$ cat src/rtl/ddr4_wturn_pkg.sv
// Constants and types for the write turnaround timing block
package ddr4_wturn_pkg;

  // ----------------------------------------------------------------
  // Register byte offsets
  // ----------------------------------------------------------------
  localparam logic [7:0] OFF_CTRL = 8'h00;
  localparam logic [7:0] OFF_LAT = 8'h04;
  localparam logic [7:0] OFF_REC = 8'h08;
  localparam logic [7:0] OFF_WTR = 8'h0C;
  localparam logic [7:0] OFF_RAS = 8'h10;
  localparam logic [7:0] OFF_FLAG = 8'h14;
  localparam logic [7:0] OFF_STATE = 8'h18;

  // ----------------------------------------------------------------
  // Field positions
  // ----------------------------------------------------------------
  localparam int CTRL_DBI_POS = 2;
  localparam int LAT_CWL_POS = 8;
  localparam int REC_DBI_POS = 8;
  localparam int WTR_L_POS = 8;
  localparam int FLAG_RD = 0;
  localparam int FLAG_PRE = 1;
  localparam int FLAG_RAS = 2;
  localparam int FLAG_OVL = 3;
  localparam int FLAG_OVR = 4;
  localparam int FLAG_W = 5;
  localparam int STATE_BEAT_POS = 2;

  // ----------------------------------------------------------------
  // Values after reset
  // ----------------------------------------------------------------
  localparam logic [1:0] RST_BL = 2'h0;
  localparam logic RST_DBI = 1'b0;
  localparam logic [4:0] RST_AL = 5'h00;
  localparam logic [4:0] RST_CWL = 5'h09;
  localparam logic [7:0] RST_TWR = 8'h0C;
  localparam logic [7:0] RST_TWR_DBI = 8'h0E;
  localparam logic [7:0] RST_TWTR_S = 8'h02;
  localparam logic [7:0] RST_TWTR_L = 8'h06;
  localparam logic [7:0] RST_TRAS = 8'h20;

  // ----------------------------------------------------------------
  // Burst field codes and cycle counts
  // ----------------------------------------------------------------
  localparam logic [1:0] BL_FIXED8 = 2'h0;
  localparam logic [1:0] BL_OTF = 2'h1;
  localparam logic [1:0] BL_FIXED4 = 2'h2;
  localparam logic [3:0] CLKS_FULL = 4'h4;
  localparam logic [3:0] CLKS_FIXED4 = 4'h2;
  localparam logic [3:0] BEATS_8 = 4'h8;
  localparam logic [3:0] BEATS_4 = 4'h4;

  // ----------------------------------------------------------------
  // Types
  // ----------------------------------------------------------------
  typedef enum logic [2:0] {
    CMD_NOP = 3'h0,
    CMD_ACT = 3'h1,
    CMD_WR = 3'h2,
    CMD_RD = 3'h3,
    CMD_PRE = 3'h4
  } cmd_t;

  typedef enum logic [1:0] {
    PH_IDLE = 2'h0,
    PH_LAT = 2'h1,
    PH_DATA = 2'h3
  } phase_t;

endpackage : ddr4_wturn_pkg

$ cat src/rtl/wbuf2.sv
// Two-entry valid/ready buffer for captured write beats
`timescale 1ns/1ps
module wbuf2 #(
  parameter int W = 8
) (
  // Clock and reset
  input wire logic clk,
  input wire logic rst_n,
  // Filling side
  input wire logic in_valid,
  output logic in_ready,
  input wire logic [W-1:0] in_data,
  // Draining side
  output logic out_valid,
  input wire logic out_ready,
  output logic [W-1:0] out_data
);

  logic [W-1:0] mem [2];
  logic wr_ptr;
  logic rd_ptr;
  logic [1:0] count;

  wire push = in_valid && in_ready;
  wire pop = out_valid && out_ready;

  assign in_ready = (count != 2'h2);
  assign out_valid = (count != 2'h0);
  assign out_data = mem[rd_ptr];

  always_ff @(posedge clk or negedge rst_n) begin
    if (!rst_n) begin
      wr_ptr <= 1'b0;
      rd_ptr <= 1'b0;
      count <= 2'h0;
    end else begin
      wr_ptr <= wr_ptr ^ push;
      rd_ptr <= rd_ptr ^ pop;
      count <= count + {1'b0, push} - {1'b0, pop};
    end
  end

  // Storage needs no reset, valid gates it
  always_ff @(posedge clk) begin
    if (push) begin
      mem[wr_ptr] <= in_data;
    end
  end

endmodule : wbuf2

$ cat src/rtl/ddr4_wturn.sv
// DDR4 write burst capture and post-write turnaround checking
//
// What this block does
// - Burst field 00, or 01 with A12 high: eight-beat burst.
// - Burst field 01 with A12 low: on-the-fly four-beat chop.
// - Burst field 10: fixed four-beat chop, A12 ignored.
// - Write data starts additive latency plus CAS write latency after WRITE.
//
// Implementation choices: the register offsets and the APB register port.
`timescale 1ns/1ps
module ddr4_wturn
  import ddr4_wturn_pkg::*;
#(
  parameter int DQ_W = 8,
  parameter int TMR_W = 8
) (
  // APB slave
  input wire logic pclk,
  input wire logic presetn,
  input wire logic psel,
  input wire logic penable,
  input wire logic pwrite,
  input wire logic [7:0] paddr,
  input wire logic [31:0] pwdata,
  output logic [31:0] prdata,
  output logic pready,
  output logic pslverr,
  // Link pins from the controller
  input wire logic ck,
  input wire logic [2:0] cmd,
  input wire logic [1:0] bg,
  input wire logic [1:0] ba,
  input wire logic a12,
  input wire logic [DQ_W-1:0] dq,
  // Captured write data
  output logic [DQ_W-1:0] wdat,
  output logic wdat_valid,
  input wire logic wdat_ready,
  // Status
  output logic burst_busy
);

  localparam int SW = DQ_W + 9;

  // ----------------------------------------------------------------
  // Helpers
  // ----------------------------------------------------------------
  function automatic logic [3:0] burst_clks(logic [1:0] m, logic a);
    return (m == BL_FIXED4) ? CLKS_FIXED4 : CLKS_FULL;
  endfunction : burst_clks

  function automatic logic [3:0] burst_beats(logic [1:0] m, logic a);
    return (m == BL_FIXED4 || (m == BL_OTF && !a)) ? BEATS_4 : BEATS_8;
  endfunction : burst_beats

  function automatic logic [TMR_W-1:0] dec(logic [TMR_W-1:0] t);
    return (t != '0) ? t - 1'b1 : t;
  endfunction : dec

  // ----------------------------------------------------------------
  // Pin synchroniser and clock edge finder
  // ----------------------------------------------------------------
  logic [SW-1:0] s1;
  logic [SW-1:0] s2;
  logic [SW-1:0] s3;
  logic ck_lvl;

  always_ff @(posedge pclk or negedge presetn) begin
    if (!presetn) begin
      s1 <= '0;
      s2 <= '0;
      s3 <= '0;
      ck_lvl <= 1'b0;
    end else begin
      s1 <= {dq, a12, ba, bg, cmd, ck};
      s2 <= s1;
      s3 <= s2;
      if (s2[0] == s3[0]) begin
        ck_lvl <= s3[0];
      end
    end
  end

  // CK at 160 ns gives eight pclk per period, ample for three stages
  wire ck_edge = (s2[0] == s3[0]) && (s3[0] != ck_lvl);
  wire ck_rise = ck_edge && s3[0];
  wire [2:0] cmd_s = s3[3:1];
  // Bank index is group then bank, so the top two bits name the group
  wire [3:0] bank_s = {s3[5:4], s3[7:6]};
  wire [1:0] bg_s = s3[5:4];
  wire a12_s = s3[8];
  wire [DQ_W-1:0] dq_s = s3[SW-1:9];
  wire ev_act = ck_rise && cmd_s == CMD_ACT;
  wire ev_wr = ck_rise && cmd_s == CMD_WR;
  wire ev_rd = ck_rise && cmd_s == CMD_RD;
  wire ev_pre = ck_rise && cmd_s == CMD_PRE;

  // ----------------------------------------------------------------
  // Registers
  // ----------------------------------------------------------------
  logic [1:0] bl_mode;
  logic dbi_en;
  logic [4:0] al;
  logic [4:0] cwl;
  logic [7:0] twr;
  logic [7:0] twr_dbi;
  logic [7:0] twtr_s;
  logic [7:0] twtr_l;
  logic [7:0] tras;
  logic [FLAG_W-1:0] flags;

  wire setup = psel && !penable;
  wire wr_en = psel && penable && pwrite;
  wire hit_ctrl = paddr == OFF_CTRL;
  wire hit_lat = paddr == OFF_LAT;
  wire hit_rec = paddr == OFF_REC;
  wire hit_wtr = paddr == OFF_WTR;
  wire hit_ras = paddr == OFF_RAS;
  wire hit_flag = paddr == OFF_FLAG;
  wire hit_state = paddr == OFF_STATE;
  wire addr_ok = hit_ctrl | hit_lat | hit_rec | hit_wtr | hit_ras
               | hit_flag | hit_state;

  assign pready = 1'b1;
  assign pslverr = psel && penable && !addr_ok;

  always_ff @(posedge pclk or negedge presetn) begin
    if (!presetn) begin
      bl_mode <= RST_BL;
      dbi_en <= RST_DBI;
      al <= RST_AL;
      cwl <= RST_CWL;
      twr <= RST_TWR;
      twr_dbi <= RST_TWR_DBI;
      twtr_s <= RST_TWTR_S;
      twtr_l <= RST_TWTR_L;
      tras <= RST_TRAS;
    end else if (wr_en) begin
      if (hit_ctrl) begin
        bl_mode <= pwdata[1:0];
        dbi_en <= pwdata[CTRL_DBI_POS];
      end
      if (hit_lat) begin
        al <= pwdata[4:0];
        cwl <= pwdata[LAT_CWL_POS +: 5];
      end
      if (hit_rec) begin
        twr <= pwdata[7:0];
        twr_dbi <= pwdata[REC_DBI_POS +: 8];
      end
      if (hit_wtr) begin
        twtr_s <= pwdata[7:0];
        twtr_l <= pwdata[WTR_L_POS +: 8];
      end
      if (hit_ras) begin
        tras <= pwdata[7:0];
      end
    end
  end

  // ----------------------------------------------------------------
  // Burst sequencer
  // ----------------------------------------------------------------
  phase_t phase;
  logic [5:0] lat_cnt;
  logic [3:0] clk_cnt;
  logic [3:0] beats_left;
  logic [3:0] cur_bank;
  logic in_ready;

  wire [5:0] wl = {1'b0, al} + {1'b0, cwl};
  // Zero latency is not a legal setting; treat it as one clock
  wire [5:0] wl_eff = (wl == 6'h00) ? 6'h01 : wl;
  wire wr_go = ev_wr && phase == PH_IDLE;
  wire lat_done = phase == PH_LAT && ck_rise && lat_cnt == 6'h01;
  wire cap = lat_done || (phase == PH_DATA && ck_edge && beats_left != 4'h0);
  wire burst_end = phase == PH_DATA && ck_rise && clk_cnt == 4'h1;
  wire [7:0] rec_time = dbi_en ? twr_dbi : twr;

  always_ff @(posedge pclk or negedge presetn) begin
    if (!presetn) begin
      phase <= PH_IDLE;
      lat_cnt <= 6'h00;
      clk_cnt <= 4'h0;
      beats_left <= 4'h0;
      cur_bank <= 4'h0;
    end else begin
      if (wr_go) begin
        phase <= PH_LAT;
        lat_cnt <= wl_eff;
        clk_cnt <= burst_clks(bl_mode, a12_s);
        beats_left <= burst_beats(bl_mode, a12_s);
        cur_bank <= bank_s;
      end else if (phase == PH_LAT && ck_rise) begin
        lat_cnt <= lat_cnt - 6'h01;
        if (lat_cnt == 6'h01) begin
          phase <= PH_DATA;
        end
      end else if (phase == PH_DATA && ck_rise) begin
        clk_cnt <= clk_cnt - 4'h1;
        if (clk_cnt == 4'h1) begin
          phase <= PH_IDLE;
        end
      end
      if (cap && beats_left != 4'h0) begin
        beats_left <= beats_left - 4'h1;
      end
    end
  end

  assign burst_busy = phase != PH_IDLE;

  // ----------------------------------------------------------------
  // Post-write and post-activate timers, counted in CK clocks
  // ----------------------------------------------------------------
  logic [TMR_W-1:0] wr_tmr [16];
  logic [TMR_W-1:0] ras_tmr [16];
  logic [TMR_W-1:0] wtr_l [4];
  logic [TMR_W-1:0] wtr_s;

  always_ff @(posedge pclk or negedge presetn) begin
    if (!presetn) begin
      for (int i = 0; i < 16; i++) begin
        wr_tmr[i] <= '0;
        ras_tmr[i] <= '0;
      end
      for (int i = 0; i < 4; i++) begin
        wtr_l[i] <= '0;
      end
      wtr_s <= '0;
    end else if (ck_rise) begin
      for (int i = 0; i < 16; i++) begin
        wr_tmr[i] <= dec(wr_tmr[i]);
        ras_tmr[i] <= dec(ras_tmr[i]);
      end
      for (int i = 0; i < 4; i++) begin
        wtr_l[i] <= dec(wtr_l[i]);
      end
      wtr_s <= dec(wtr_s);
      // intervals start at the rise after the last beat, or two rises later for an on-the-fly chop
      if (burst_end) begin
        wr_tmr[cur_bank] <= TMR_W'(rec_time);
        wtr_l[cur_bank[3:2]] <= TMR_W'(twtr_l);
        wtr_s <= TMR_W'(twtr_s);
      end
      if (ev_act) begin
        ras_tmr[bank_s] <= TMR_W'(tras);
      end
    end
  end

  // ----------------------------------------------------------------
  // Spacing checks and sticky flags
  // ----------------------------------------------------------------
  // Timer value one means the interval ends on this very rise
  // short spacing other group, long spacing same group
  wire rd_early = ev_rd && (burst_busy || wtr_s > TMR_W'(1)
                || wtr_l[bg_s] > TMR_W'(1));
  // write latency, burst clocks and recovery before PRECHARGE
  wire pre_wr_early = ev_pre && ((burst_busy && cur_bank == bank_s)
                    || wr_tmr[bank_s] > TMR_W'(1));
  wire pre_ras_early = ev_pre && ras_tmr[bank_s] > TMR_W'(1);
  // Link cannot stall, so a full buffer can only be reported
  wire overrun = cap && !in_ready;
  wire [FLAG_W-1:0] flag_set = {overrun, ev_wr && burst_busy,
                                pre_ras_early, pre_wr_early, rd_early};
  wire [FLAG_W-1:0] flag_clr = (wr_en && hit_flag) ?
                               pwdata[FLAG_W-1:0] : '0;

  // Set wins over a write-one-to-clear in the same cycle
  always_ff @(posedge pclk or negedge presetn) begin
    if (!presetn) begin
      flags <= '0;
    end else begin
      flags <= (flags & ~flag_clr) | flag_set;
    end
  end

  // ----------------------------------------------------------------
  // Read data, registered in the setup phase
  // ----------------------------------------------------------------
  wire [31:0] rd_mux =
    hit_ctrl ? {29'h0, dbi_en, bl_mode} :
    hit_lat ? {19'h0, cwl, 3'h0, al} :
    hit_rec ? {16'h0, twr_dbi, twr} :
    hit_wtr ? {16'h0, twtr_l, twtr_s} :
    hit_ras ? {24'h0, tras} :
    hit_flag ? {27'h0, flags} :
    hit_state ? {26'h0, beats_left, phase} : 32'h0;

  always_ff @(posedge pclk or negedge presetn) begin
    if (!presetn) begin
      prdata <= 32'h0;
    end else if (setup) begin
      prdata <= rd_mux;
    end
  end

  // ----------------------------------------------------------------
  // Beat buffer
  // ----------------------------------------------------------------
  wbuf2 #(.W(DQ_W)) u_buf (
    .clk(pclk),
    .rst_n(presetn),
    .in_valid(cap),
    .in_ready(in_ready),
    .in_data(dq_s),
    .out_valid(wdat_valid),
    .out_ready(wdat_ready),
    .out_data(wdat)
  );
endmodule : ddr4_wturn

$ cat config.mk
export PLATFORM = sky130hd
export DESIGN_NAME = ddr4_wturn
export DESIGN_NICKNAME = d
export VERILOG_FILES = /design/src/rtl/ddr4_wturn_pkg.sv /design/src/rtl/wbuf2.sv /design/src/rtl/ddr4_wturn.sv
export SDC_FILE = /design/constraint.sdc
export NUM_CORES = 1
export LEC_CHECK = 0
export BUFFER_PORTS_ARGS = -buffer_cell sky130_fd_sc_hd__buf_2
export CAP_MARGIN = 5
export CORE_MARGIN = 2
export CORE_UTILIZATION = 35
export CTS_BUF_LIST = sky130_fd_sc_hd__clkbuf_16
export DETAILED_ROUTE_END_ITERATION = 10
export HOLD_SLACK_MARGIN = 0.08
export SLEW_MARGIN = 30
export SYNTH_ARGS = -nofsm -noshare
export SYNTH_HDL_FRONTEND = slang
export SYNTH_HIERARCHICAL = 1
export SYNTH_SLANG_ARGS = --single-unit
export TNS_END_PERCENT = 10
$ cat constraint.sdc
create_clock -name pclk -period 7.35 [get_ports pclk]
set_clock_uncertainty 0.2 [all_clocks]
set_input_delay 0.735 -clock pclk [delete_from_list [all_inputs] [get_ports pclk]]
set_output_delay 0.735 -clock pclk [all_outputs]
set_load 0.01 [all_outputs]
==> flow_results.xml <==
<?xml version="1.0" encoding="UTF-8"?>
<metrics>
  <group name="route">
    <metric name="wl_per_cell" unit="µm">18.6</metric>
    <metric name="drt_pre_antenna_iters" unit="">5</metric>
    <metric name="first_iter_violations" unit="">2061</metric>
    <metric name="ant_nets" unit="">0</metric>
    <metric name="detailed_route_via_count" unit="">22900</metric>
    <metric name="drt_drc_violations_left" unit="">0</metric>
    <metric name="detail_route.wirelength" unit="µm">74600</metric>
    <metric name="vias_per_cell" unit="">5.71</metric>
  </group>
  <group name="synth">
    <metric name="synth-async-reset-ratio" unit="%">96.5</metric>
    <metric name="yosys-top-cells-area" unit="">sky130_fd_sc_hd__dfrtp_1 41%, sky130_fd_sc_hd__o21ai_0 8.2%, sky130_fd_sc_hd__ha_1 4.1%, sky130_fd_sc_hd__nor2_1 3.8%, sky130_fd_sc_hd__a21oi_1 3.6%</metric>
    <metric name="ys_types" unit="">91</metric>
    <metric name="synth_cells" unit="">2988</metric>
    <metric name="fraction_of_synthesized_cell_area_taken_by_the_top_area_cell_type" unit="%">40.9</metric>
    <metric name="yosys-top-cells-count" unit="">437 x sky130_fd_sc_hd__o21ai_0, 435 x sky130_fd_sc_hd__dfrtp_1, 267 x sky130_fd_sc_hd__nor2_1</metric>
    <metric name="synthesis.area_per_instance" unit="µm²">8.91</metric>
    <metric name="synth.cell_area" unit="µm²">26600</metric>
    <metric name="ys_warn_count" unit="">6</metric>
    <metric name="synth.most_common_cell" unit="">sky130_fd_sc_hd__o21ai_0</metric>
    <metric name="synth.yosys.seq_area_share" unit="%">43.8</metric>
    <metric name="synth_enable_flop_cells" unit="">16</metric>
    <metric name="synth_ff_type" unit="">sky130_fd_sc_hd__dfrtp_1</metric>
    <metric name="synth_area_leader_cell" unit="">sky130_fd_sc_hd__dfrtp_1</metric>
    <metric name="synth-seq-cells" unit="">462</metric>
  </group>
  <group name="die">
    <metric name="rows" unit="">101</metric>
    <metric name="die_height" unit="µm">280</metric>
    <metric name="io_pins" unit="">107</metric>
    <metric name="die_outline_area" unit="µm²">78300</metric>
    <metric name="floorplan.initialDensity" unit="%">35.2</metric>
    <metric name="core_area" unit="µm²">75600</metric>
    <metric name="chipWidth" unit="µm">280</metric>
  </group>
  <group name="power">
    <metric name="leakage_power" unit="nW">12.4</metric>
    <metric name="irDropWorstVdd" unit="mV">0.188</metric>
    <metric name="fin_total_pwr" unit="mW">11.3</metric>
    <metric name="power_per_cell_area" unit="nW/µm²">380</metric>
  </group>
  <group name="timing">
    <metric name="fin_tns_setup" unit="ns">0</metric>
    <metric name="relSlewSlack" unit="%">35.0</metric>
    <metric name="timing_max_transition_violations_final" unit="">0</metric>
    <metric name="grt_setup_unrepaired" unit="">false</metric>
    <metric name="timing_worst_slew_pin_value" unit="ns">0.976</metric>
    <metric name="fin_ws" unit="ns">3.32</metric>
    <metric name="finalWorstPathRequiredPeriod" unit="ns">4.03</metric>
    <metric name="setup_viol" unit="">0</metric>
    <metric name="fmaxAchievable" unit="GHz">0.248</metric>
    <metric name="period_share" unit="%">54.9</metric>
    <metric name="hold_violations" unit="">0</metric>
  </group>
  <group name="worst_setup_path">
    <metric name="cp_data_arrival_time" unit="ns">4.34</metric>
    <metric name="worstSetupEndpointType" unit="">flop</metric>
    <metric name="worst_path_largest_cell_delay" unit="ns">0.80</metric>
    <metric name="critical_path_class" unit="">reg2reg</metric>
    <metric name="path_max_fanout" unit="">66</metric>
    <metric name="cpMaxStageDelayCell" unit="">sky130_fd_sc_hd__and4_1</metric>
    <metric name="data_required_time_at_the_worst_endpoint" unit="ns">7.66</metric>
    <metric name="critPathLaunchType" unit="">flop</metric>
    <metric name="path_cells" unit="">and3b_4, buf_4, and4_1, nand3_1, nand2_1, o32ai_1, a22o_1</metric>
  </group>
  <group name="run_status">
    <metric name="run_status" unit="">completed</metric>
  </group>
  <group name="finish">
    <metric name="antenna-diode-count" unit="">0</metric>
    <metric name="num-fill-cells" unit="">7592</metric>
    <metric name="final_nets" unit="">3143</metric>
    <metric name="layout-drive-gt1-share" unit="%">10.6</metric>
    <metric name="final_core_util" unit="%">39.3</metric>
    <metric name="area.growth.synth_to_final" unit="%">11.6</metric>
  </group>
  <group name="clock_network">
    <metric name="clockBufferDepth" unit="">3</metric>
    <metric name="tritoncts.num_buffers" unit="">50</metric>
    <metric name="htreeDepth" unit="">2</metric>
    <metric name="tritoncts" unit="">built</metric>
    <metric name="clkSinkCount" unit="">462</metric>
    <metric name="postCtsResizedCells" unit="">0</metric>
    <metric name="root_buffer" unit="">sky130_fd_sc_hd__clkbuf_16</metric>
    <metric name="worst_setup_hold_path_clk_slew" unit="ns">0.06</metric>
    <metric name="insertion_delay" unit="ns">0.62</metric>
  </group>
  <group name="job">
    <metric name="cap_viol_max_count" unit="">0</metric>
  </group>
  <group name="global_route">
    <metric name="antenna_found_initial" unit="">2</metric>
    <metric name="grt_first_pass_wirelength" unit="µm">119000</metric>
    <metric name="grt_pass1_vias" unit="">21500</metric>
    <metric name="total_global_routing_overflow" unit="">0</metric>
    <metric name="grt_util_all_layers" unit="%">18.8</metric>
    <metric name="grt_start_max_net_pins" unit="">173</metric>
  </group>
  <group name="placement">
    <metric name="preCtsSetupSlack" unit="ns">3.31</metric>
    <metric name="dp_hpwl" unit="µm">47200</metric>
    <metric name="placement.io_buffers" unit="">73</metric>
    <metric name="weighted_congestion_at_the_end_of_routability_driven_global_placement" unit="">0.836</metric>
  </group>
  <group name="min_path">
    <metric name="worst_hold_path_type" unit="">reg2reg</metric>
  </group>
</metrics>
-- cells in the final DEF (no fill, tap or decap), types with 16 or more instances in the layout --
cell type / n
sky130_fd_sc_hd__a31oi_1: 53
sky130_fd_sc_hd__and3_1: 17
sky130_fd_sc_hd__o22a_1: 31
sky130_fd_sc_hd__o21ai_0: 437
sky130_fd_sc_hd__nand2_1: 218
sky130_fd_sc_hd__clkbuf_16: 50
sky130_fd_sc_hd__inv_1: 151
sky130_fd_sc_hd__a21oi_1: 189
sky130_fd_sc_hd__buf_2: 72
sky130_fd_sc_hd__a32oi_1: 58
sky130_fd_sc_hd__nand3_1: 69
sky130_fd_sc_hd__nor3_1: 122
sky130_fd_sc_hd__a22o_1: 63
sky130_fd_sc_hd__dfrtp_1: 430
sky130_fd_sc_hd__o32ai_1: 24
sky130_fd_sc_hd__nor4_1: 52
sky130_fd_sc_hd__mux2_2: 64
sky130_fd_sc_hd__nor2_1: 267
sky130_fd_sc_hd__edfxtp_1: 16
sky130_fd_sc_hd__nand2b_1: 27
sky130_fd_sc_hd__nand4_1: 43
sky130_fd_sc_hd__o22ai_1: 17
sky130_fd_sc_hd__conb_1: 17
sky130_fd_sc_hd__nor2b_1: 27
sky130_fd_sc_hd__dlygate4sd3_1: 18
sky130_fd_sc_hd__a22oi_1: 75
sky130_fd_sc_hd__o21ai_1: 19
sky130_fd_sc_hd__buf_4: 23
sky130_fd_sc_hd__ha_1: 87
-- kinds of logic (layout without fill, tap and decap cells) --
logic type | after synthesis | count (layout) | share of synthesized area, %
AOI/OAI and AO/OA | 1055 | 1055 | 24.6
xor gates and xnor gates | 22 | 22 | 0.724
adders and majority gates | 89 | 89 | 4.20
buffers and inverters | 328 | 358 | 5.17
DFF | 462 | 462 | 43.8
muxes | 85 | 85 | 3.64
other | 2 | 17 | 0.0282
and+or+nand+nor | 945 | 945 | 17.8
-- per-stage QoR --
| step | cell area, µm² | hold slack [ns] | cells |
|---|---|---|---|
| 2_1_floorplan | 26700 | 0.131 | 3003 |
| 3_3_place_gp | 27700 | 0.131 | 3897 |
| 3_5_place_dp | 27800 | 0.135 | 3897 |
| 4_1_cts | 29600 | 0.116 | 4008 |
| 5_1_grt | 29700 | 0.147 | 4011 |
| 6_report | 29700 | 0.129 | 4011 |
-- worst max-delay path, delay by kind of cell (launching register included) --
family / cells / cell delay [ns]
and+or+nand+nor: 4 / 2.28
buffers and inverters: 1 / 0.66
DFF: 1 / 0.41
AOI/OAI and AO/OA: 2 / 0.37
-- timing repair --
action / CTS / global route
buffers inserted: 0 / 0
hold buffers: 18 / 0
endpoints found under the hold margin: 107 / 0
-- area by class of cell --
cell class	instances	area, µm²	area share (%)
clock buffer	50	1250	4.21
sequential	462	11700	39.2
inverter	143	537	1.81
clock inverter	43	420	1.41
tap	978	1220	4.12
multi-input combinational	2213	13800	46.3
timing repair buffer	122	861	2.90
-- flip-flops by register name, summed over array words and instances (netlist names), 5 cells and up --
name,flops
al,5
s3,17
wtr_l,32
wtr_s,8
wr_tmr,128
twtr_l,8
s2,17
twtr_s,8
tras,8
ras_tmr,128
s1,17
twr_dbi,8
u_buf/mem,16
twr,8
flags,5
cwl,5
prdata,16
lat_cnt,6
-- per-layer routing --
metal / share of wire (%) / wire length [µm] / GRT usage (%) / up-vias
met2: 46 / 34100 / 30.2 / 609
met3: 5.1 / 3820 / 2.61 / 111
met1: 46 / 34600 / 26.3 / 11100
met5: 0.028 / 21 / 0 / -
li1: - / - / - / 11000
met4: 2.8 / 2050 / 5.75 / 4
-- where the power goes --
part	internal, mW	leakage (nW)	switching [mW]
logic	1.88	5.68	2.74
clock network	1.50	0.860	1.12
registers	3.29	5.86	0.764
-- final timing paths --
path / startpoint / to / slack (ns) / cells past startpoint
worst min-delay path: s1[4] / s2[4] / 0.13 / 0
max in group asynchronous: presetn / tras[7] / 5.02 / 4
worst min register to register: s1[4] / s2[4] / 0.13 / 0
min in group asynchronous: presetn / ras_tmr[14] / 0.53 / 2
worst max-delay path: ck_lvl / wr_tmr[100] / 3.32 / 7
worst max register to register: ck_lvl / wr_tmr[100] / 3.32 / 7
Power figures use the tool's default switching activity.
